File: src/logic/cct_pkg.sv
// Constants, types and timing for the charge cycle timer control block
package cct_pkg;
	localparam longint CCT_CLK_HZ = 125_000_000; // System clock rate
	localparam longint CCT_REF_HZ = 15_625_000; // Timer reference clock rate
	localparam longint CCT_UA_TIME_S = 900; // Unattended timer, seconds
	localparam longint CCT_WD_TIME_S = 32; // Host watchdog, seconds
	localparam longint CCT_VALID_TIME_MS = 32; // Source validation window, ms
	localparam longint CCT_RDELAY_TIME_MS = 262; // Restart delay after reset bit, ms
	localparam longint CCT_STAT_TIME_US = 125; // Status pulse width, us
	localparam longint CCT_UA_TICKS = CCT_UA_TIME_S * CCT_REF_HZ;
	localparam longint CCT_WD_TICKS = CCT_WD_TIME_S * CCT_REF_HZ;
	localparam longint CCT_VALID_TICKS = (CCT_VALID_TIME_MS * CCT_REF_HZ + 999) / 1000;
	localparam longint CCT_RDELAY_TICKS = (CCT_RDELAY_TIME_MS * CCT_REF_HZ + 999) / 1000;
	localparam longint CCT_STAT_CYC = (CCT_STAT_TIME_US * CCT_CLK_HZ + 999_999) / 1_000_000;
	localparam int CCT_TW = 34; // Timer counter width
	localparam int CCT_SW = 16; // Status pulse counter width
	// Register indices
	localparam logic [2:0] CCT_REG_CTRL = 3'h0;
	localparam logic [2:0] CCT_REG_LIMIT = 3'h1;
	localparam logic [2:0] CCT_REG_VOLT = 3'h2;
	localparam logic [2:0] CCT_REG_CURR = 3'h4;
	localparam logic [2:0] CCT_REG_SPECIAL = 3'h5;
	// Field positions
	localparam int CCT_KICK_BIT = 1;
	localparam int CCT_BUSLIM_LSB = 6;
	localparam int CCT_TE_BIT = 3;
	localparam int CCT_CDIS_BIT = 2;
	localparam int CCT_HZ_BIT = 1;
	localparam int CCT_FLOAT_LSB = 2;
	localparam int CCT_RESET_BIT = 7;
	localparam int CCT_AUX_CHG_LSB = 3;
	localparam int CCT_BUS_CHG_LSB = 4;
	localparam int CCT_TERM_LSB = 0;
	localparam int CCT_LOWCUR_BIT = 5;
	// Fault codes and limits
	localparam logic [2:0] CCT_FLT_NONE = 3'h0;
	localparam logic [2:0] CCT_FLT_OVP = 3'h1;
	localparam logic [2:0] CCT_FLT_POOR = 3'h3;
	localparam logic [2:0] CCT_FLT_TIMER = 3'h6;
	localparam logic [3:0] CCT_AUX_CHG_MAX = 4'hA;
	localparam logic [1:0] CCT_LIM_100 = 2'h0;
	localparam logic [1:0] CCT_LIM_500 = 2'h1;
	// Synchronised pin positions
	localparam int CCT_PIN_W = 9;
	localparam int CCT_P_REF = 0;
	localparam int CCT_P_BUS = 1;
	localparam int CCT_P_AUX = 2;
	localparam int CCT_P_RCH = 3;
	localparam int CCT_P_WEAK = 4;
	localparam int CCT_P_FLOAT = 5;
	localparam int CCT_P_WIN = 6;
	localparam int CCT_P_OVP = 7;
	localparam int CCT_P_OTG = 8;
	// One register set
	typedef struct packed {
		logic [2:0] fault;
		logic charge_disable;
		logic high_impedance;
		logic termination_enable;
		logic [2:0] termination_current_code;
		logic [1:0] bus_input_limit;
		logic [3:0] charge_current_code;
		logic low_current_default;
		logic [5:0] float_voltage;
	} cct_regs_t;
	localparam cct_regs_t CCT_REGS_DEFAULT = '{fault: 3'h0, charge_disable: 1'b0,
		high_impedance: 1'b0, termination_enable: 1'b0, termination_current_code: 3'h0,
		bus_input_limit: 2'h0, charge_current_code: 4'h0, low_current_default: 1'b1,
		float_voltage: 6'h02};
	// Settings applied to the charger
	typedef struct packed {
		logic charge_en;
		logic sel_aux;
		logic load_on;
		logic low_current;
		logic [3:0] charge_current_code;
		logic termination_enable;
		logic [2:0] termination_current_code;
		logic [1:0] bus_input_limit;
		logic [5:0] float_voltage;
	} cct_chg_t;
	// Supervisor states
	typedef enum logic [4:0] {
		CCT_CONFIG = 5'h01,
		CCT_VALIDATE = 5'h02,
		CCT_CHARGE = 5'h04,
		CCT_DELAY = 5'h08,
		CCT_HIZ = 5'h10
	} cct_state_t;
endpackage : cct_pkg

File: src/logic/cct_tick_timer.sv
// Reference-tick up counter used for every supervisory timer
`timescale 1ns/1ps
module cct_tick_timer import cct_pkg::*; #(
	parameter int WIDTH = CCT_TW,
	parameter logic [WIDTH-1:0] LIMIT = 1
) (
	input wire logic clk_in,
	input wire logic rst_n_in,
	input wire logic tick_in,
	input wire logic start_in,
	input wire logic stop_in,
	output logic running_out,
	output logic expired_out
);
	logic [WIDTH-1:0] cnt; // Ticks seen since start
	logic [WIDTH-1:0] next_cnt;
	logic next_running;
	logic next_expired;

	// Stop wins over start; expiry is a one-cycle pulse
	always_comb begin
		next_cnt = cnt;
		next_running = running_out;
		next_expired = 1'b0;
		if (stop_in) begin
			next_running = 1'b0;
		end else if (start_in) begin
			next_running = 1'b1;
			next_cnt = '0;
		end else if (running_out && tick_in) begin
			if (cnt == LIMIT - 1'b1) begin
				next_running = 1'b0;
				next_expired = 1'b1;
			end else begin
				next_cnt = cnt + 1'b1;
			end
		end
	end

	// Register the timer state
	always_ff @(posedge clk_in or negedge rst_n_in) begin
		if (!rst_n_in) begin
			cnt <= '0;
			running_out <= 1'b0;
			expired_out <= 1'b0;
		end else begin
			cnt <= next_cnt;
			running_out <= next_running;
			expired_out <= next_expired;
		end
	end
endmodule : cct_tick_timer

File: src/logic/cct_charge_timer_ctrl.sv
// Charge start, safety timers and register sets of the charger supervisor
`timescale 1ns/1ps
module cct_charge_timer_ctrl import cct_pkg::*; #(
	parameter logic [CCT_TW-1:0] UA_TICKS = CCT_TW'(CCT_UA_TICKS),
	parameter logic [CCT_TW-1:0] WD_TICKS = CCT_TW'(CCT_WD_TICKS),
	parameter logic [CCT_TW-1:0] VALID_TICKS = CCT_TW'(CCT_VALID_TICKS),
	parameter logic [CCT_TW-1:0] RDELAY_TICKS = CCT_TW'(CCT_RDELAY_TICKS),
	parameter logic [CCT_SW-1:0] STAT_CYC = CCT_SW'(CCT_STAT_CYC)
) (
	input wire logic CLK_IN,
	input wire logic RST_N_IN,
	input wire logic REF_CLK_IN,
	input wire logic BUS_PRESENT_IN,
	input wire logic AUX_PRESENT_IN,
	input wire logic BAT_BELOW_RECHARGE_IN,
	input wire logic BAT_BELOW_WEAK_IN,
	input wire logic BAT_BELOW_FLOAT_IN,
	input wire logic SRC_IN_WINDOW_IN,
	input wire logic SRC_OVP_IN,
	input wire logic OTG_SELECT_IN,
	input wire logic WR_STB_IN,
	input wire logic WR_AUX_IN,
	input wire logic [2:0] WR_ADDR_IN,
	input wire logic [7:0] WR_DATA_IN,
	output cct_chg_t CHG_CTRL_OUT,
	output cct_regs_t BUS_REGS_OUT,
	output cct_regs_t AUX_REGS_OUT,
	output logic STAT_N_OUT,
	output logic LDO_2V5_EN_OUT,
	output logic HOST_MODE_OUT,
	output logic UNATTENDED_OUT,
	output logic CONFIG_MODE_OUT
);
	logic [CCT_PIN_W-1:0] pin_meta; // First synchroniser stage
	logic [CCT_PIN_W-1:0] pin_sync; // Second synchroniser stage
	logic ref_prev; // Reference level one cycle ago
	cct_state_t state; // Supervisor state
	cct_state_t next_state;
	cct_regs_t regs [2]; // Index 0 bus set, 1 auxiliary set
	cct_regs_t next_regs [2];
	logic [CCT_SW-1:0] stat_cnt; // Remaining status pulse cycles
	logic [CCT_SW-1:0] next_stat_cnt;
	logic prev_bus; // Presence history for edge detection
	logic prev_aux;
	logic prev_rch; // Recharge comparator history
	logic prev_blocked; // Selected set blocked last cycle
	cct_chg_t next_chg;
	logic ref_tick; // One reference clock rising edge
	logic bus_s; // Synchronised pin levels
	logic aux_s;
	logic present;
	logic por; // First source connected
	logic blocked;
	logic unblock;
	logic ua_start;
	logic ua_stop;
	logic ua_run;
	logic ua_exp;
	logic wd_start;
	logic wd_stop;
	logic wd_run;
	logic wd_exp;
	logic v_start;
	logic v_exp;
	logic d_start;
	logic d_exp;
	logic stat_fire;
	logic reset_wr;
	logic kick_wr;

	// Store one host write into a register set
	function automatic cct_regs_t apply_write(input cct_regs_t r, input logic [2:0] a,
		input logic [7:0] d, input logic aux);
		cct_regs_t n;
		n = r;
		case (a)
			CCT_REG_LIMIT: begin
				n.bus_input_limit = d[CCT_BUSLIM_LSB +: 2];
				n.termination_enable = d[CCT_TE_BIT];
				n.charge_disable = d[CCT_CDIS_BIT];
				n.high_impedance = d[CCT_HZ_BIT];
			end
			CCT_REG_VOLT: begin
				n.float_voltage = d[CCT_FLOAT_LSB +: 6];
			end
			CCT_REG_CURR: begin
				n.termination_current_code = d[CCT_TERM_LSB +: 3];
				if (aux) begin
					// Clamp the auxiliary code at ten
					if (d[CCT_AUX_CHG_LSB +: 4] > CCT_AUX_CHG_MAX) begin
						n.charge_current_code = CCT_AUX_CHG_MAX;
					end else begin
						n.charge_current_code = d[CCT_AUX_CHG_LSB +: 4];
					end
				end else begin
					n.charge_current_code = {1'b0, d[CCT_BUS_CHG_LSB +: 3]};
				end
			end
			CCT_REG_SPECIAL: begin
				n.low_current_default = d[CCT_LOWCUR_BIT];
			end
			default: begin
				n = r; // Control byte holds only the kick pulse
			end
		endcase
		return n;
	endfunction : apply_write

	// Two-flop synchronisers for all pin inputs
	always_ff @(posedge CLK_IN or negedge RST_N_IN) begin
		if (!RST_N_IN) begin
			pin_meta <= '0;
			pin_sync <= '0;
			ref_prev <= 1'b0;
		end else begin
			pin_meta <= {OTG_SELECT_IN, SRC_OVP_IN, SRC_IN_WINDOW_IN, BAT_BELOW_FLOAT_IN,
				BAT_BELOW_WEAK_IN, BAT_BELOW_RECHARGE_IN, AUX_PRESENT_IN, BUS_PRESENT_IN,
				REF_CLK_IN};
			pin_sync <= pin_meta;
			ref_prev <= pin_sync[CCT_P_REF];
		end
	end

	// Derived events
	assign ref_tick = pin_sync[CCT_P_REF] & ~ref_prev;
	assign bus_s = pin_sync[CCT_P_BUS];
	assign aux_s = pin_sync[CCT_P_AUX];
	assign present = bus_s | aux_s;
	assign por = present & ~(prev_bus | prev_aux);
	assign blocked = regs[aux_s].charge_disable | regs[aux_s].high_impedance;
	assign unblock = prev_blocked & ~blocked & present;
	assign reset_wr = WR_STB_IN && WR_ADDR_IN == CCT_REG_CURR && WR_DATA_IN[CCT_RESET_BIT];
	assign kick_wr = WR_STB_IN && WR_ADDR_IN == CCT_REG_CTRL && WR_DATA_IN[CCT_KICK_BIT];

	// Next state, registers, timer controls and status pulse
	always_comb begin
		next_state = state;
		next_regs = regs;
		ua_start = 1'b0;
		ua_stop = 1'b0;
		wd_start = 1'b0;
		wd_stop = 1'b0;
		stat_fire = (bus_s & ~prev_bus) | (aux_s & ~prev_aux);
		case (state)
			CCT_CONFIG: begin
				if (por && pin_sync[CCT_P_WEAK] && blocked) begin
					next_state = CCT_HIZ;
				end else if (por && !pin_sync[CCT_P_WEAK] && wd_run) begin
					next_state = CCT_VALIDATE;
				end else if (!blocked && present && ((pin_sync[CCT_P_RCH] && !prev_rch)
					|| (por && pin_sync[CCT_P_WEAK]))) begin
					next_state = CCT_VALIDATE;
				end else if (unblock) begin
					next_state = CCT_VALIDATE;
				end
			end
			CCT_VALIDATE: begin
				// Source must hold its window for the whole interval
				if (!present || blocked) begin
					next_state = CCT_CONFIG;
				end else if (!pin_sync[CCT_P_WIN] || pin_sync[CCT_P_OVP]) begin
					next_regs[aux_s].fault = pin_sync[CCT_P_OVP] ? CCT_FLT_OVP
						: CCT_FLT_POOR;
					stat_fire = 1'b1;
					next_state = CCT_CONFIG;
				end else if (v_exp) begin
					next_state = CCT_CHARGE;
				end
			end
			CCT_CHARGE: begin
				if (!present || blocked) begin
					next_state = CCT_CONFIG;
					ua_stop = 1'b1;
				end
			end
			CCT_DELAY: begin
				// Delayed restart after a register reset
				if (d_exp) begin
					next_state = CCT_VALIDATE;
				end
			end
			CCT_HIZ: begin
				next_state = CCT_HIZ; // Left only by watchdog expiry or reset
			end
			default: begin
				next_state = CCT_CONFIG;
			end
		endcase
		// Host writes: any write except a reset-bit write hands over to the watchdog
		if (WR_STB_IN) begin
			next_regs[WR_AUX_IN] = apply_write(regs[WR_AUX_IN], WR_ADDR_IN, WR_DATA_IN,
				WR_AUX_IN);
			ua_stop = 1'b1;
			wd_start = 1'b1;
		end
		if (kick_wr) begin
			wd_start = 1'b1;
		end
		// Reset bit clears only the addressed set
		if (reset_wr) begin
			next_regs[WR_AUX_IN] = CCT_REGS_DEFAULT;
			wd_start = 1'b0;
			wd_stop = 1'b1;
			ua_stop = 1'b1;
			next_state = pin_sync[CCT_P_FLOAT] ? CCT_DELAY : CCT_CONFIG;
		end
		// Watchdog expiry restores defaults in both sets and runs unattended
		if (wd_exp) begin
			for (int i = 0; i < 2; i++) begin
				next_regs[i] = CCT_REGS_DEFAULT;
				next_regs[i].fault = CCT_FLT_TIMER;
			end
			stat_fire = 1'b1;
			if (state == CCT_CHARGE) begin
				ua_start = 1'b1;
			end else if (state != CCT_DELAY && present) begin
				next_state = CCT_VALIDATE;
			end
		end
		// Unattended expiry stops the charger and disables connected sets
		if (ua_exp) begin
			next_state = CCT_CONFIG;
			for (int i = 0; i < 2; i++) begin
				next_regs[i].fault = CCT_FLT_TIMER;
			end
			// Hardware set wins over a host write in the same cycle
			next_regs[0].charge_disable = next_regs[0].charge_disable | bus_s;
			next_regs[1].charge_disable = next_regs[1].charge_disable | aux_s;
			stat_fire = 1'b1;
		end
		// Unattended timer starts with charging unless the host is in control
		if (next_state == CCT_CHARGE && state != CCT_CHARGE && !wd_run && !wd_start) begin
			ua_start = 1'b1;
		end
		v_start = next_state == CCT_VALIDATE && state != CCT_VALIDATE;
		d_start = next_state == CCT_DELAY && state != CCT_DELAY;
		// Status pin low-pulse counter
		if (stat_fire) begin
			next_stat_cnt = STAT_CYC;
		end else if (stat_cnt != '0) begin
			next_stat_cnt = stat_cnt - 1'b1;
		end else begin
			next_stat_cnt = stat_cnt;
		end
	end

	// Charger settings from the set of the selected source; bus input limit from the bus set or the pin
	always_comb begin
		next_chg.charge_en = next_state == CCT_CHARGE;
		next_chg.sel_aux = aux_s;
		next_chg.load_on = next_state == CCT_VALIDATE;
		next_chg.low_current = next_regs[aux_s].low_current_default;
		next_chg.charge_current_code = next_regs[aux_s].low_current_default ? 4'h0
			: next_regs[aux_s].charge_current_code;
		next_chg.termination_enable = next_regs[aux_s].termination_enable;
		next_chg.termination_current_code = next_regs[aux_s].termination_current_code;
		next_chg.float_voltage = next_regs[aux_s].float_voltage;
		// Follow the pin from the first unattended cycle, not one cycle late
		if ((ua_run || ua_start) && !ua_stop && !aux_s) begin
			next_chg.bus_input_limit = pin_sync[CCT_P_OTG] ? CCT_LIM_500
				: CCT_LIM_100;
		end else begin
			next_chg.bus_input_limit = next_regs[0].bus_input_limit;
		end
	end

	// Register all supervisor state and outputs
	always_ff @(posedge CLK_IN or negedge RST_N_IN) begin
		if (!RST_N_IN) begin
			state <= CCT_CONFIG;
			regs[0] <= CCT_REGS_DEFAULT;
			regs[1] <= CCT_REGS_DEFAULT;
			stat_cnt <= '0;
			prev_bus <= 1'b0;
			prev_aux <= 1'b0;
			prev_rch <= 1'b0;
			prev_blocked <= 1'b0;
			CHG_CTRL_OUT <= '0;
			STAT_N_OUT <= 1'b1;
			LDO_2V5_EN_OUT <= 1'b0;
			CONFIG_MODE_OUT <= 1'b1;
		end else begin
			state <= next_state;
			regs <= next_regs;
			stat_cnt <= next_stat_cnt;
			prev_bus <= bus_s;
			prev_aux <= aux_s;
			prev_rch <= pin_sync[CCT_P_RCH];
			prev_blocked <= blocked;
			CHG_CTRL_OUT <= next_chg;
			STAT_N_OUT <= next_stat_cnt == '0;
			LDO_2V5_EN_OUT <= aux_s;
			CONFIG_MODE_OUT <= next_state == CCT_CONFIG;
		end
	end

	assign BUS_REGS_OUT = regs[0];
	assign AUX_REGS_OUT = regs[1];
	assign HOST_MODE_OUT = wd_run;
	assign UNATTENDED_OUT = ua_run;

	// Unattended safety timer
	cct_tick_timer #(.WIDTH(CCT_TW), .LIMIT(UA_TICKS)) u_ua (
		.clk_in(CLK_IN), .rst_n_in(RST_N_IN), .tick_in(ref_tick),
		.start_in(ua_start), .stop_in(ua_stop), .running_out(ua_run), .expired_out(ua_exp)
	);
	// Shared host watchdog timer
	cct_tick_timer #(.WIDTH(CCT_TW), .LIMIT(WD_TICKS)) u_wd (
		.clk_in(CLK_IN), .rst_n_in(RST_N_IN), .tick_in(ref_tick),
		.start_in(wd_start), .stop_in(wd_stop), .running_out(wd_run), .expired_out(wd_exp)
	);
	// Source validation window
	cct_tick_timer #(.WIDTH(CCT_TW), .LIMIT(VALID_TICKS)) u_valid (
		.clk_in(CLK_IN), .rst_n_in(RST_N_IN), .tick_in(ref_tick),
		.start_in(v_start), .stop_in(1'b0), .running_out(), .expired_out(v_exp)
	);
	// Restart delay after register reset
	cct_tick_timer #(.WIDTH(CCT_TW), .LIMIT(RDELAY_TICKS)) u_delay (
		.clk_in(CLK_IN), .rst_n_in(RST_N_IN), .tick_in(ref_tick),
		.start_in(d_start), .stop_in(1'b0), .running_out(), .expired_out(d_exp)
	);
endmodule : cct_charge_timer_ctrl

File: config.mk
export PLATFORM = sky130hd
export DESIGN_NAME = cct_charge_timer_ctrl
export DESIGN_NICKNAME = d
export VERILOG_FILES = /design/src/logic/cct_pkg.sv /design/src/logic/cct_tick_timer.sv /design/src/logic/cct_charge_timer_ctrl.sv
export SDC_FILE = /design/constraint.sdc
export NUM_CORES = 1
export LEC_CHECK = 0
export BUFFER_PORTS_ARGS = -buffer_cell sky130_fd_sc_hd__buf_2
export CAP_MARGIN = 20
export CORE_AREA = 2 2 176 126
export DETAILED_ROUTE_END_ITERATION = 6
export DIE_AREA = 0 0 178 128
export PLACE_DENSITY_LB_ADDON = 0.1
export SETUP_SLACK_MARGIN = 0.1
export SYNTH_ARGS = -nofsm -noshare
export SYNTH_HDL_FRONTEND = slang
export SYNTH_SLANG_ARGS = --single-unit
File: constraint.sdc
create_clock -name CLK_IN -period 3.5 [get_ports CLK_IN]
set_input_delay 0.35 -clock CLK_IN [delete_from_list [all_inputs] [get_ports CLK_IN]]
set_output_delay 0.35 -clock CLK_IN [all_outputs]
set_load 0.05 [all_outputs]
=== Word level (Yosys, flattened, before mapping) ===
Cells that the tools add are included.

* Output and inout bits: 69
* Register bits after elaboration: 253
* Logic and storage cells: 282
* Input port bits: 24

* Order comparisons: 5
* Muxes and demuxes: 116
* Add/sub/neg operators: 5
* Eq/ne operators: 24
* Bitwise operators: 24
* Reduce and logical (&&, ||, !) cells: 59

{| class="wikitable"
|+ Operator list
! kind !! count
|-
| 34-bit 2-to-1 mux || 12
|-
| 44-bit 2-to-1 mux || 6
|-
| 34-bit by 1-bit adder with 34-bit output (second input constant) || 4
|-
| 22-bit 2-to-1 mux || 5
|-
| 44-bit bitwise mux || 2
|-
| 5-bit 2-to-1 mux || 14
|-
| 19-bit 2-to-1 mux || 3
|-
| 17-bit 2-to-1 mux || 3
|-
| 1-bit 2-to-1 mux || 47
|-
| 22-bit demux with 1-bit select || 2
|-
| 40-bit bitwise AND || 1
|-
| 40-bit NOT || 1
|-
| 34-bit by 19-bit equality test with 1-bit output (second input constant) || 1
|-
| 34-bit by 22-bit equality test with 1-bit output (second input constant) || 1
|-
| 34-bit by 29-bit equality test with 1-bit output (second input constant) || 1
|-
| 34-bit equality test (second input constant) || 1
|-
| 16-bit 2-to-1 mux || 2
|-
| 4-bit 2-to-1 mux || 8
|-
| 1-bit logical AND || 25
|-
| 5-bit one-hot mux with 5 select lines || 1
|-
| 16-bit zero test || 1
|-
| 16-bit nonzero test || 1
|-
| 16-bit by 1-bit subtractor with 16-bit output (second input constant) || 1
|-
| 3-bit 2-to-1 mux || 5
|-
| 30 further kinds || 85
|}

=== Depth between registers and ports, before layout ===
Gate-level depths: netlist of run 1.

* Word-level depth: 27
* Depth in mapped cells: 11
* Mapped depth without buffers: 9

=== Hierarchy ===
A second synthesis of run 1 with hierarchy kept.

* Cells, all modules: 1608
* Area total of the unflattened synthesis: 14582.7 um^2

{| class="wikitable"
|+ By module, submodules not included
! module !! sequential area each (um^2) !! cells each !! instances !! area each (um^2)
|-
| cct_charge_timer_ctrl || 2736.4 || 477 || 1 || 4989.8
|-
| cct_tick_timer (u_delay) || 900.9 || 294 || 1 || 2534.9
|-
| cct_tick_timer (u_wd) || 900.9 || 280 || 1 || 2373.5
|-
| cct_tick_timer (u_valid) || 900.9 || 274 || 1 || 2347.3
|-
| cct_tick_timer (u_ua) || 900.9 || 283 || 1 || 2337.2
|}

=== Least setup slack after synthesis of run 1 ===
Ideal clock, no wire load.

* Path type: register to register
* From: register regs, in the netlist BUS_REGS_OUT[18]
* To: register CHG_CTRL_OUT[6] in the netlist's numbering
* Period minus slack after synthesis: 2.734 ns
* Required time: 3.372 ns
* Stages on the path, launching flop included: 8
* Buffers on the path: 0
* Data arrival time: 2.606 ns
* Setup time: 0.128 ns
* Setup slack: 0.766 ns
* Path through: dfrtp_1 > or4b_4 > a21oi_2 > o2111ai_1 > or4b_4 > nand2_1 > o211ai_1 > mux2_1

{| class="wikitable"
|+ RTL lines
! element !! RTL line !! text
|-
| from (decl) || cct_charge_timer_ctrl.sv:39 || <nowiki>cct_regs_t regs [2];</nowiki>
|-
| from (signal assigned) || cct_charge_timer_ctrl.sv:284 || <nowiki>regs <= next_regs;</nowiki>
|-
| to (signal assigned) || cct_charge_timer_ctrl.sv:290 || <nowiki>CHG_CTRL_OUT <= next_chg;</nowiki>
|-
| to (decl) || cct_charge_timer_ctrl.sv:25 || <nowiki>output cct_chg_t CHG_CTRL_OUT,</nowiki>
|}

=== Final worst setup path of run 1 ===
* From: register pin_sync[2]
* To: register u_ua.cnt[14]

* Word-level cells in the longest chain between the ends: 25
* Elaborated cells on any way between the ends: 47
* Classes of those cells: 2 x eq/ne; 21 x mux; 8 x bitwise; 16 x reduce/logical

{| class="wikitable"
|+ Ends and longest elaborated chain
! element !! RTL line !! text
|-
| from (decl) || cct_charge_timer_ctrl.sv:35 || <nowiki>logic [CCT_PIN_W-1:0] pin_sync;</nowiki>
|-
| from (signal assigned) || cct_charge_timer_ctrl.sv:119 || <nowiki>pin_sync <= pin_meta;</nowiki>
|-
| 1-bit NOT with 2-bit output (implied by the code) || cct_charge_timer_ctrl.sv:130 || <nowiki>assign blocked = regs[aux_s].charge_disable | regs[aux_s].high_impedance;</nowiki>
|-
| 19-bit 2-to-1 mux (implied by the code) (3 in a row) || cct_charge_timer_ctrl.sv:130 ||
|-
| 1-bit bitwise OR || cct_charge_timer_ctrl.sv:130 ||
|-
| 1-bit NOT || cct_charge_timer_ctrl.sv:131 || <nowiki>assign unblock = prev_blocked & ~blocked & present;</nowiki>
|-
| 1-bit bitwise AND (2 in a row) || cct_charge_timer_ctrl.sv:131 ||
|-
| 5-bit 2-to-1 mux || cct_charge_timer_ctrl.sv:153 || <nowiki>end else if (unblock) begin</nowiki>
|-
| 5-bit 2-to-1 mux || cct_charge_timer_ctrl.sv:150 || <nowiki>end else if (!blocked && present && ((pin_sync[CCT_P_RCH] && !prev_rch)</nowiki>
|-
| 5-bit 2-to-1 mux || cct_charge_timer_ctrl.sv:148 || <nowiki>end else if (por && !pin_sync[CCT_P_WEAK] && wd_run) begin</nowiki>
|-
| (+4 left out) || -- ||
|-
| 5-bit 2-to-1 mux || cct_charge_timer_ctrl.sv:214 || <nowiki>if (state == CCT_CHARGE) begin</nowiki>
|-
| 5-bit 2-to-1 mux || cct_charge_timer_ctrl.sv:208 || <nowiki>if (wd_exp) begin</nowiki>
|-
| 5-bit 2-to-1 mux || cct_charge_timer_ctrl.sv:221 || <nowiki>if (ua_exp) begin</nowiki>
|-
| 5-bit by 3-bit equality test with 1-bit output || cct_charge_timer_ctrl.sv:232 || <nowiki>if (next_state == CCT_CHARGE && state != CCT_CHARGE && !wd_run && !wd_start) begin</nowiki>
|-
| 1-bit logical AND (3 in a row) || cct_charge_timer_ctrl.sv:232 ||
|-
| 1-bit 2-to-1 mux || cct_charge_timer_ctrl.sv:232 ||
|-
| 2-bit inequality test (no line) or 2-bit nonzero test (tied branches) || -- ||
|-
| 3-bit AND reduction (no line) || -- ||
|-
| to (signal assigned) || cct_tick_timer.sv:47 || <nowiki>cnt <= next_cnt;</nowiki>
|-
| to (decl) || cct_tick_timer.sv:15 || <nowiki>logic [WIDTH-1:0] cnt;</nowiki>
|}

Several ways; a longest one is shown, not always the timed one. The select of a mux whose other input is x is not followed.
A chain may end at the register's enable or synchronous reset.

==> flow_metrics.tcl, run 1 <==
set metrics [dict create \
    gp_congestion 0.880 \
    worstReg2RegStart "pin_sync[2]$_DFF_PN0_" \
    fmax_mhz 341 \
    m1WireLength_mm 14.4 \
    reg2reg_depth 8 \
    wl_met3_mm 1.53 \
    cp-end-kind "register" \
    slew_violations 0 \
    fin_tns_setup_ns 0 \
    overflow 0 \
    postSynthAreaPerCell_sq_um 9.86 \
    reg2reg_slack_ns 0.57 \
    crit_end "u_ua.cnt[14]$_DFFE_PN0P_" \
    fin_area_sq_mm 0.0142 \
    vias 9687 \
    syn_inst 1263 \
    synth_top_cell_by_area "dfrtp_1" \
    synth_top_area_frac 0.494 \
    cp-start-kind "register" \
    drc_errors 0 \
    timing.final.crit_share 0.837 \
    grt_usage 0.255 \
    wire_per_inst_um 16.9 \
    setup_viol 0 \
    clk_pin_slew_ns 0.06 \
    cts-htree-levels 1 \
    drv_cap 0 \
    cts_sinks 253 \
    die_w_um 178 \
    antenna_left 0 \
    rr_endpoint "u_ua.cnt[14]$_DFFE_PN0P_" \
    die_area_sq_mm 0.0228 \
    dr.first_iter.drc_count 785 \
    final_nets 1403 \
    cts_inserted_buffers 26 \
    placed_area_sq_mm 0.0133 \
    maxSlewHeadroom 0.499 \
    yosysWarnings 0 \
    crit_start "pin_sync[2]$_DFF_PN0_" \
    status "completed" \
    hold_viol 0 \
    vias_per_cell 5.78 \
    clock_latency_ns 0.53 \
    met2_length_mm 11.8 \
    area_delta_synth_final_pct 14.3 \
    io_pins 93 \
    crit_path_max_fanout 32 \
    initial_core_util 0.587 \
    min_period_ns 2.93 \
    ys_ff_latch 253 \
    yosysMostFrequentCell "dfrtp_1" \
    cts-root-buf "clkbuf_16" \
    grt_max_degree 101 \
    cp.arrival_ns 3.35 \
    routed.top_layer "met4" \
    path_class "register to register" \
    hold_path_class "input pin to register" \
    async_flop_share 1.00 \
    grt_pass1_vias 9022 \
    synth_area_leaders "dfrtp_1, nor2_1, xor2_1, xnor2_1, nand2_1" \
    p_leak_nw 6.25 \
    p_per_area_mw_per_mm2 585 \
    syn_nets 1294 \
    first_pass_iters 6 \
    synth_edf_count 0 \
    whs_ns 0.151 \
    critPathRequiredTime_ns 3.92 \
    ys.flop_type "dfrtp_1" \
    vdd_ir_drop_max_mv 0.472 \
    fin_worst_skew_ns 0.0181 \
    synth_common_cells "dfrtp_1, nor2_1, nand2_1, xor2_1, nand3_1" \
    clockBufferDepth 3 \
    ctsResizeCount 0 \
    worstMarginPinSlew_ns 0.746 \
    die_h_um 128 \
    synth_area_sq_mm 0.0124 \
    hpwl_mm 19.6 \
    rsz0062_at_grt "no" \
    antenna_found_initial 0 \
    grt_pass1_wl_mm 46.9 \
    portBuffers 92 \
    num_rows 45 \
    core-area_sq_mm 0.0212 \
    drive_gt1_frac 0.151 \
    tritoncts "built" \
    ys_seq_area_frac 0.509 \
    finalWirelength_mm 28.2 \
    synth_cell_type_count 79 \
]
sequential cells by signal, summed over array words and instances, names as in the netlist, 5 cells and up:
name and flops:
AUX_REGS_OUT 22, BUS_REGS_OUT 22, CHG_CTRL_OUT 19, pin_meta 9, pin_sync 9, stat_cnt 16, state 5, u_delay.cnt 34
u_ua.cnt 34, u_valid.cnt 34, u_wd.cnt 34
power by group:
part / internal (mW) / leakage (nW) / switching, mW / total (mW)
registers: 3.33 / 3.29 / 0.367 / 3.69
clock network: 1.62 / 0.417 / 1.12 / 2.73
logic: 0.573 / 2.55 / 1.32 / 1.89
total: 5.52 / 6.25 / 2.80 / 8.32
layout make-up:
class | count | area [sq um]
Clock inverter | 5 | 50.0
Tap cell | 282 | 353
Sequential cell | 253 | 6340
Timing Repair Buffer | 128 | 778
Multi-Input combinational cell | 931 | 5780
Clock buffer | 43 | 796
Inverter | 32 | 120
Antenna cell | 1 | 2.50
Fill cell | 1699 | 7000
repair_timing:
action,CTS,global route
hold endpoints to repair,101,0
buffers inserted,0,0
endpoints found under the setup margin,0,0
hold buffers,10,0
worst min-delay path by stage:
| stage | from | endpoint | cells after the start |
|---|---|---|---|
| after detailed placement | pin_meta[8]$_DFF_PN0_ | pin_sync[8]$_DFF_PN0_ | 0 |
| after floorplan | RST_N_IN | AUX_REGS_OUT[0]$_DFF_PN0_ | 0 |
| after global routing | WR_DATA_IN[1] | BUS_REGS_OUT[17]$_DFF_PN0_ | 3 |
| final | WR_DATA_IN[1] | BUS_REGS_OUT[17]$_DFF_PN0_ | 3 |
| after CTS | WR_DATA_IN[1] | BUS_REGS_OUT[17]$_DFF_PN0_ | 3 |
| after global placement | pin_meta[8]$_DFF_PN0_ | pin_sync[8]$_DFF_PN0_ | 0 |
cell usage in the layout (no fill, tap or decap), drive strengths merged, types with 22 or more instances in the layout:
cell,synthesis,final
buf,21,118
o21ai,28,28
nor2,204,204
clkbuf,26,43
nand3,60,60
nor4,36,36
or3,22,22
nand4,48,48
nand2,106,106
xnor2,57,57
inv,32,32
mux2i,33,33
dfrtp,246,246
xor2,68,68
a21oi,44,44
and3,23,23
nor3,44,44
metal layers:
metal / vias up / track usage
met5: - / 0
met4: 0 / 0.0559
met3: 37 / 0.0323
met2: 263 / 0.361
met1: 4745 / 0.415
li1: 4642 / -
logic make-up after synthesis:
logic type,after synthesis,share of synthesized area
AND/OR/NAND/NOR,629,0.262
buffers and inverters,79,0.0270
adder cells (fa/ha/maj),7,0.00703
flip-flops,253,0.509
XOR/XNOR,125,0.0879
AO/OA/AOI/OAI,126,0.0699
multiplexers,44,0.0365
worst max-delay path, stage by stage, from the launching register on:
cell	delay [ns]
dfrtp_1	0.48
or4b_4	0.59
a21oi_2	0.16
o2111ai_1	0.22
or4b_4	0.60
a21oi_2	0.14
buf_4	0.34
nor4_1	0.09
o21bai_1	0.17
stage by stage:
stage	power (mW)	util	setup WS, ns	cells
3_3_place_gp	5.57	0.625	0.610	1615
6_report	8.32	0.670	0.569	1675
2_1_floorplan	5.08	-	0.766	1263
4_1_cts	8.39	0.670	0.562	1673
3_5_place_dp	5.61	0.625	0.516	1615
5_1_grt	8.73	0.670	0.425	1674
Note: power is estimated with default switching activity, not from simulation.
==> run 2, diff against run 1 <==
- ABC_AREA: not set -> 1
- CORE_AREA: 2 2 176 126 -> 2 2 198 142
- DIE_AREA: 0 0 178 128 -> 0 0 200 144
- clock period: 3.5 -> 2.6 ns (I/O delays scaled with it)
==> run 2 against run 1 <==
  * Sequential share of layout area is 6.7 points lower
  * Setup slack worse by 0.29 ns
  * Critical path type unchanged
  * Via count is 44% higher
  * Critical endpoint is now u_wd.cnt[2]$_DFFE_PN0P_
  * Clock power is 49% higher
  * Clock skew is 0.0062 ns lower
  * Clock-buffer cell count is 7 lower
==> flow_metrics.tcl, run 2 <==
set metrics [dict create \
    fmax_mhz 431 \
    vdd_ir_drop_max_mv 0.541 \
    reg2reg_slack_ns 0.28 \
    die_area_sq_mm 0.0288 \
    status "completed" \
    seq_area_sq_mm 0.00634 \
    worstReg2RegStart "u_wd.cnt[0]$_DFFE_PN0P_" \
    initial_core_util 0.548 \
    clk_pin_slew_ns 0.06 \
    clockBufferDepth 3 \
    min_period_ns 2.32 \
    fin_worst_skew_ns 0.0119 \
    synth_cell_type_count 47 \
    final_common_cell "nand2_1" \
    setup_ws_ns 0.279 \
    grt_pass1_vias 12600 \
    async_flop_share 1.00 \
    finalWirelength_mm 41.9 \
    multi_input_area_sq_mm 0.00736 \
    tritoncts "built" \
    wire_per_inst_um 16.8 \
    p_sw_mw 3.98 \
    critPathRequiredTime_ns 3.04 \
    die_w_um 200 \
    cp-start-kind "register" \
    hpwl_mm 30.7 \
    layout_common_cells "nand2_1, dfrtp_1, nor2_1" \
    cts-root-buf "clkbuf_16" \
    grt_max_degree 72 \
    grt_pass1_wl_mm 67.4 \
    hold_path_class "input pin to register" \
    area_delta_synth_final_pct 12.7 \
    cts_sinks 253 \
    synth_area_sq_mm 0.0149 \
    fin_tns_setup_ns 0 \
    maxSlewHeadroom 0.559 \
    first_pass_iters 6 \
    n_antenna_cell 0 \
    drc_errors 0 \
    ys.flop_type "dfrtp_1" \
    cp.arrival_ns 2.76 \
    crit_start "u_wd.cnt[0]$_DFFE_PN0P_" \
    ys_ff_latch 253 \
    cp-end-kind "register" \
    synth_top_cell_by_area "dfrtp_1" \
    yosysMostFrequentCell "nand2_1" \
    io_pins 93 \
    drv_cap 0 \
    power_mw 11.4 \
    grt_usage 0.295 \
    reg2reg_depth 11 \
    slew_violations 0 \
    place_ws_ns 0.303 \
    postSynthAreaPerCell_sq_um 7.38 \
    seqPwrFrac 0.405 \
    portBuffers 92 \
    overflow 0 \
    synth_edf_count 0 \
    drive_gt1_frac 0.105 \
    ys_seq_area_frac 0.427 \
    synth_top_area_frac 0.415 \
    clock_latency_ns 0.55 \
    whs_ns 0.155 \
    p_int_mw 7.46 \
    antenna_found_initial 0 \
    crit_path_max_fanout 18 \
    p_leak_nw 7.73 \
    crit_end "u_wd.cnt[2]$_DFFE_PN0P_" \
    syn_inst 2012 \
    fin_area_sq_mm 0.0167 \
    final_nets 2139 \
    switching_share 0.348 \
    vias_per_cell 5.60 \
    p_per_area_mw_per_mm2 683 \
    vias 14000 \
    die_h_um 144 \
    worstMarginPinSlew_ns 0.656 \
    cts_inserted_buffers 26 \
    synth_common_cells "nand2_1, dfrtp_1, nor2_1, nand3_1, inv_1" \
    yosysWarnings 0 \
    dr.first_iter.drc_count 1548 \
    timing.final.crit_share 0.893 \
    rsz0062_at_grt "yes" \
    antenna_left 0 \
    rr_endpoint "u_wd.cnt[2]$_DFFE_PN0P_" \
    p_comb_frac 0.239 \
    synth_area_leaders "dfrtp_1, nand2_1, nand3_1, xor2_1, nor2_1" \
    hold_viol 0 \
    core-area_sq_mm 0.0271 \
    num_rows 51 \
    setup_viol 0 \
    cts-htree-levels 1 \
    pwr-share-clk 0.356 \
    path_class "register to register" \
    syn_nets 2043 \
    placed_area_sq_mm 0.0157 \
    gp_congestion 0.964 \
    fill_cells 2533 \
]
==> run 2: changes by cell type after synthesis, sizes merged, moves of 36 or more <==
cell,delta
inv,+171
nand2,+412
nand3,+165
nor2,+40
nor3,+46
o21ai,+75
xnor2,-40
xor2,+36
==> run 2: cells by family (layout without fill, tap and decap cells) <==
| logic type | after synthesis | count (layout) | share of synthesized area |
|---|---|---|---|
| buffers and inverters | 271 | 386 | 0.0777 |
| XOR/XNOR | 121 | 121 | 0.0714 |
| AO/OA/AOI/OAI | 174 | 174 | 0.0646 |
| flip-flops | 253 | 253 | 0.427 |
| AND/OR/NAND/NOR | 1182 | 1182 | 0.351 |
| multiplexers | 4 | 4 | 0.00270 |
| adder cells (fa/ha/maj) | 7 | 7 | 0.00590 |
==> run 2: critical path, cell delays in order, from the launching register on <==
cell,delay (ns)
dfrtp_2,0.47
ha_1,0.26
nand3_1,0.11
inv_1,0.07
nand2_1,0.12
inv_1,0.08
nand4_1,0.17
nand2_2,0.12
buf_4,0.22
inv_2,0.30
nand3_1,0.11
and3_1,0.18
==> run 2: routing by layer <==
| layer | track usage | part of all wire |
|---|---|---|
| met1 | 0.496 | 0.51 |
| met2 | 0.390 | 0.39 |
| met3 | 0.0443 | 0.090 |
| met4 | 0.0561 | 0.015 |
| met5 | 0 | 0 |
==> run 2: layout make-up <==
| class | count | share of cell area |
|---|---|---|
| Multi-Input combinational cell | 1488 | 0.440 |
| Sequential cell | 253 | 0.379 |
| Timing Repair Buffer | 135 | 0.0522 |
| Clock buffer | 36 | 0.0460 |
| Inverter | 204 | 0.0459 |
| Tap cell | 371 | 0.0277 |
| Clock inverter | 11 | 0.00964 |
==> run 2: power by group through the flow <==
| stage | registers, mW | clock network [mW] | logic [mW] |
|---|---|---|---|
| 2_1_floorplan | 5.47 | 0 | 1.22 |
| 3_3_place_gp | 4.68 | 0 | 2.67 |
| 3_5_place_dp | 4.69 | 0 | 2.70 |
| 4_1_cts | 4.62 | 4.15 | 2.73 |
| 5_1_grt | 4.67 | 4.32 | 2.99 |
| 6_report | 4.63 | 4.08 | 2.73 |
==> run 2: what timing repair did <==
| item | CTS | global route |
|---|---|---|
| gates resized for setup | 0 | 4 |
| hold endpoints to repair | 133 | 0 |
| hold buffers | 11 | 0 |
| buffers inserted | 0 | 0 |
| endpoints found under the setup margin | 0 | 20 |
==> run 2: stage by stage <==
stage / std cells / util
after CTS: 2498 / 0.617
after global routing: 2498 / 0.617
final: 2498 / 0.617
after floorplan: 2012 / -
after global placement: 2440 / 0.579
after detailed placement: 2440 / 0.579
==> run 2: worst min-delay path by stage <==
stage,to,startpoint,cells after the start,slack (ns)
floorplan,AUX_REGS_OUT[0]$_DFF_PN0_,RST_N_IN,0,-0.04
global placement,AUX_REGS_OUT[15]$_DFF_PN0_,RST_N_IN,1,0.18
detailed placement,AUX_REGS_OUT[15]$_DFF_PN0_,RST_N_IN,1,0.17
CTS,AUX_REGS_OUT[12]$_DFF_PN0_,WR_DATA_IN[7],5,0.13
global route,AUX_REGS_OUT[12]$_DFF_PN0_,WR_DATA_IN[7],5,0.19
finish,AUX_REGS_OUT[12]$_DFF_PN0_,WR_DATA_IN[7],5,0.16
==> run 3, diff against run 2 <==
- ABC_CLOCK_PERIOD_IN_PS: not set -> 2600
- CORE_AREA: 2 2 198 142 -> 2 2 205 146
- DIE_AREA: 0 0 200 144 -> 0 0 207 148
- SYNTH_HIERARCHICAL: not set -> 1
==> run 3 against run 2 <==
  * First-iteration DRC count decreased by 3.2%
  * Synthesized area increased by 7.1%
  * Setup slack improved by 0.027 ns
  * Clock-buffer cell count increased by 1
  * Critical endpoint is now u_valid/cnt[18]$_DFFE_PN0P_
  * Final area increased by 6.9%
  * Flip-flop and latch count unchanged
  * Global-route usage decreased by 0.68 points
  * The flow now finishes with violations (DRC)
==> flow_metrics.tcl, run 3 <==
set metrics [dict create \
    ys_seq_area_frac 0.399 \
    placed_area_sq_mm 0.0168 \
    clk_pin_slew_ns 0.06 \
    seqPwrFrac 0.405 \
    crit_start "pin_sync[2]$_DFF_PN0_" \
    fin_area_sq_mm 0.0179 \
    first_pass_iters 7 \
    path_class "register to register" \
    synth_area_sq_mm 0.0159 \
    area_delta_synth_final_pct 12.6 \
    die_h_um 148 \
    p_int_mw 7.77 \
    clock_latency_ns 0.56 \
    p_sw_mw 4.27 \
    slew_violations 0 \
    status "finished, violations left" \
    p_per_area_mw_per_mm2 673 \
    cpMostUsedCell "nand2_1" \
    crit_path_max_fanout 12 \
    switching_share 0.355 \
    placed_cells 2813 \
    wire_per_inst_um 15.3 \
    ys_ff_latch 253 \
    grt_pass1_wl_mm 72.2 \
    final_common_cell "nand2_1" \
    worstMarginPinSlew_ns 0.831 \
    grt_usage 0.288 \
    drv_cap 0 \
    critPathSlowestCell "dfrtp_1" \
    power_mw 12.0 \
    fin_worst_skew_ns 0.0141 \
    worstReg2RegStart "pin_sync[2]$_DFF_PN0_" \
    whs_ns 0.0976 \
    gp_congestion 0.974 \
    synth_cell_type_count 54 \
    cts_setup_buffers 0 \
    cts_inserted_buffers 27 \
    timing.final.crit_share 0.882 \
    initial_core_util 0.555 \
    final_nets 2506 \
    fmax_mhz 436 \
    min_period_ns 2.29 \
    cp-end-kind "register" \
    cp-start-kind "register" \
    postSynthAreaPerCell_sq_um 6.75 \
    fin_tns_setup_ns 0 \
    synth_common_cells "nand2_1, nor2_1, dfrtp_1, inv_1, nand3_1" \
    cp.arrival_ns 2.78 \
    yosysWarnings 6 \
    core-area_sq_mm 0.0286 \
    cts-root-buf "clkbuf_16" \
    antenna_found_initial 1 \
    synth_top_area_frac 0.387 \
    num_rows 52 \
    syn_inst 2356 \
    die_w_um 207 \
    die_area_sq_mm 0.0306 \
    dr.first_iter.drc_count 1498 \
    place_ws_ns 0.145 \
    maxSlewHeadroom 0.446 \
    drive_gt1_frac 0.118 \
    async_flop_share 1.00 \
    tritoncts "built" \
    violations "DRC" \
    hold_path_class "input pin to register" \
    antenna_left 0 \
    grt_max_degree 86 \
    p_comb_frac 0.241 \
    critPathRequiredTime_ns 3.09 \
    setup_viol 0 \
    vias 15100 \
    drc_errors 4 \
    clockBufferDepth 3 \
    crit_chain "nor2_1 -> nand2_1 -> nand2_1 -> nand2_2 -> inv_2 -> nand2_1 -> nand3_1 -> nand2_1 -> nand3_1 -> nand2_1 -> nand2_1 -> nand2_1 -> nor2_2 -> inv_2 -> nand2_1 -> nor2_2 -> buf_4 -> nand2_1 -> nand2_1" \
    pwr-share-clk 0.353 \
    cp_slowest_stage_delay_ns 0.42 \
    portBuffers 92 \
    final_util 0.625 \
    hpwl_mm 32.1 \
    vdd_ir_drop_max_mv 0.497 \
    setup_ws_ns 0.307 \
    synth_edf_count 0 \
    instances_no_fill 2874 \
    ys.flop_type "dfrtp_1" \
    yosysMostFrequentCell "nand2_1" \
    cts_sinks 253 \
    grt_pass1_vias 13900 \
    cp_num_buf_inv 3 \
    min_from "WR_DATA_IN[0]" \
    synth_top_cell_by_area "dfrtp_1" \
    p_leak_nw 8.93 \
    finalWirelength_mm 43.9 \
    layout_common_cells "nand2_1, nor2_1, dfrtp_1" \
    rsz0062_at_grt "no" \
    synth_area_leaders "dfrtp_1, nand2_1, nor2_1, inv_1, nand3_1" \
    crit_family "simple AND/OR/NAND/NOR gates" \
    vias_per_cell 5.25 \
    hold_viol 0 \
    io_pins 93 \
    overflow 0 \
    cts-htree-levels 1 \
]
-- run 3: cell count changes in the layout (fill, tap and decap cells not counted), sizes merged, moves of 14 or more --
cell,before,now
nor3,90,28
nor2,244,430
nand2,518,923
a21oi,33,50
o31ai,14,0
inv,203,227
o21ai,103,87
nor4,20,1
xor2,104,49
nand4,63,14
nand3,225,168
-- run 3: final timing paths --
check                                               to  slack [ns]  cells after the start
setup / recovery           u_valid/cnt[18]$_DFFE_PN0P_        0.31                     19
hold / removal              BUS_REGS_OUT[13]$_DFF_PN0_         0.1                      3
setup reg to reg           u_valid/cnt[18]$_DFFE_PN0P_        0.31                     19
hold reg to reg                  pin_sync[8]$_DFF_PN0_        0.35                      0
max in group asynchronous         STAT_N_OUT$_DFF_PN1_        1.53                      3
min in group asynchronous    CHG_CTRL_OUT[2]$_DFF_PN0_        0.29                      2
-- run 3: logic make-up after synthesis --
group,share of synthesized area
adders and majority gates,0.00551
and+or+nand+nor,0.427
AOI/OAI and AO/OA,0.0534
DFF,0.399
muxes,0.000630
buffers and inverters,0.0775
xor gates and xnor gates,0.0375
other,0.000236
-- run 3: final cells by class --
type                       instances  area [sq um]
antenna                            1          2.50
inverter                         228           858
timing repair buffer             135           881
fill                            2653         10700
tap                              378           473
sequential                       253          6340
multi-input combinational       1830          8380
clock inverter                    12           190
clock buffer                      37           773
-- run 3: worst reg2reg max path: stages (launching register included) --
cell and delay, ns:
dfrtp_1 0.42, nor2_1 0.07, nand2_1 0.06, nand2_1 0.10, nand2_2 0.11, inv_2 0.06
nand2_1 0.09, nand3_1 0.08, nand2_1 0.06, nand3_1 0.06, nand2_1 0.06, nand2_1 0.04
nand2_1 0.13, nor2_2 0.07, inv_2 0.13, nand2_1 0.11, nor2_2 0.20, buf_4 0.22
nand2_1 0.08, nand2_1 0.08
-- run 3: per-layer routing --
metal	GRT usage	routed length, um	vias up
met1	0.450	21600	6943
met4	0.0575	781	0
li1	-	-	7548
met2	0.417	17900	549
met5	0	0	-
met3	0.0497	3570	47
-- run 3: what timing repair did --
action	CTS	global route
hold endpoints to repair	83	0
hold buffers	10	0
endpoints found under the setup margin	0	66
gates resized for setup	0	7
-- run 3: power groups by stage --
| stage | logic, mW | registers (mW) | clock network [mW] |
|---|---|---|---|
| 2_1_floorplan | 1.36 | 5.61 | 0 |
| 3_3_place_gp | 2.83 | 4.93 | 0 |
| 3_5_place_dp | 2.87 | 4.93 | 0 |
| 4_1_cts | 2.89 | 4.87 | 4.30 |
| 5_1_grt | 3.20 | 4.93 | 4.50 |
| 6_report | 2.91 | 4.88 | 4.25 |
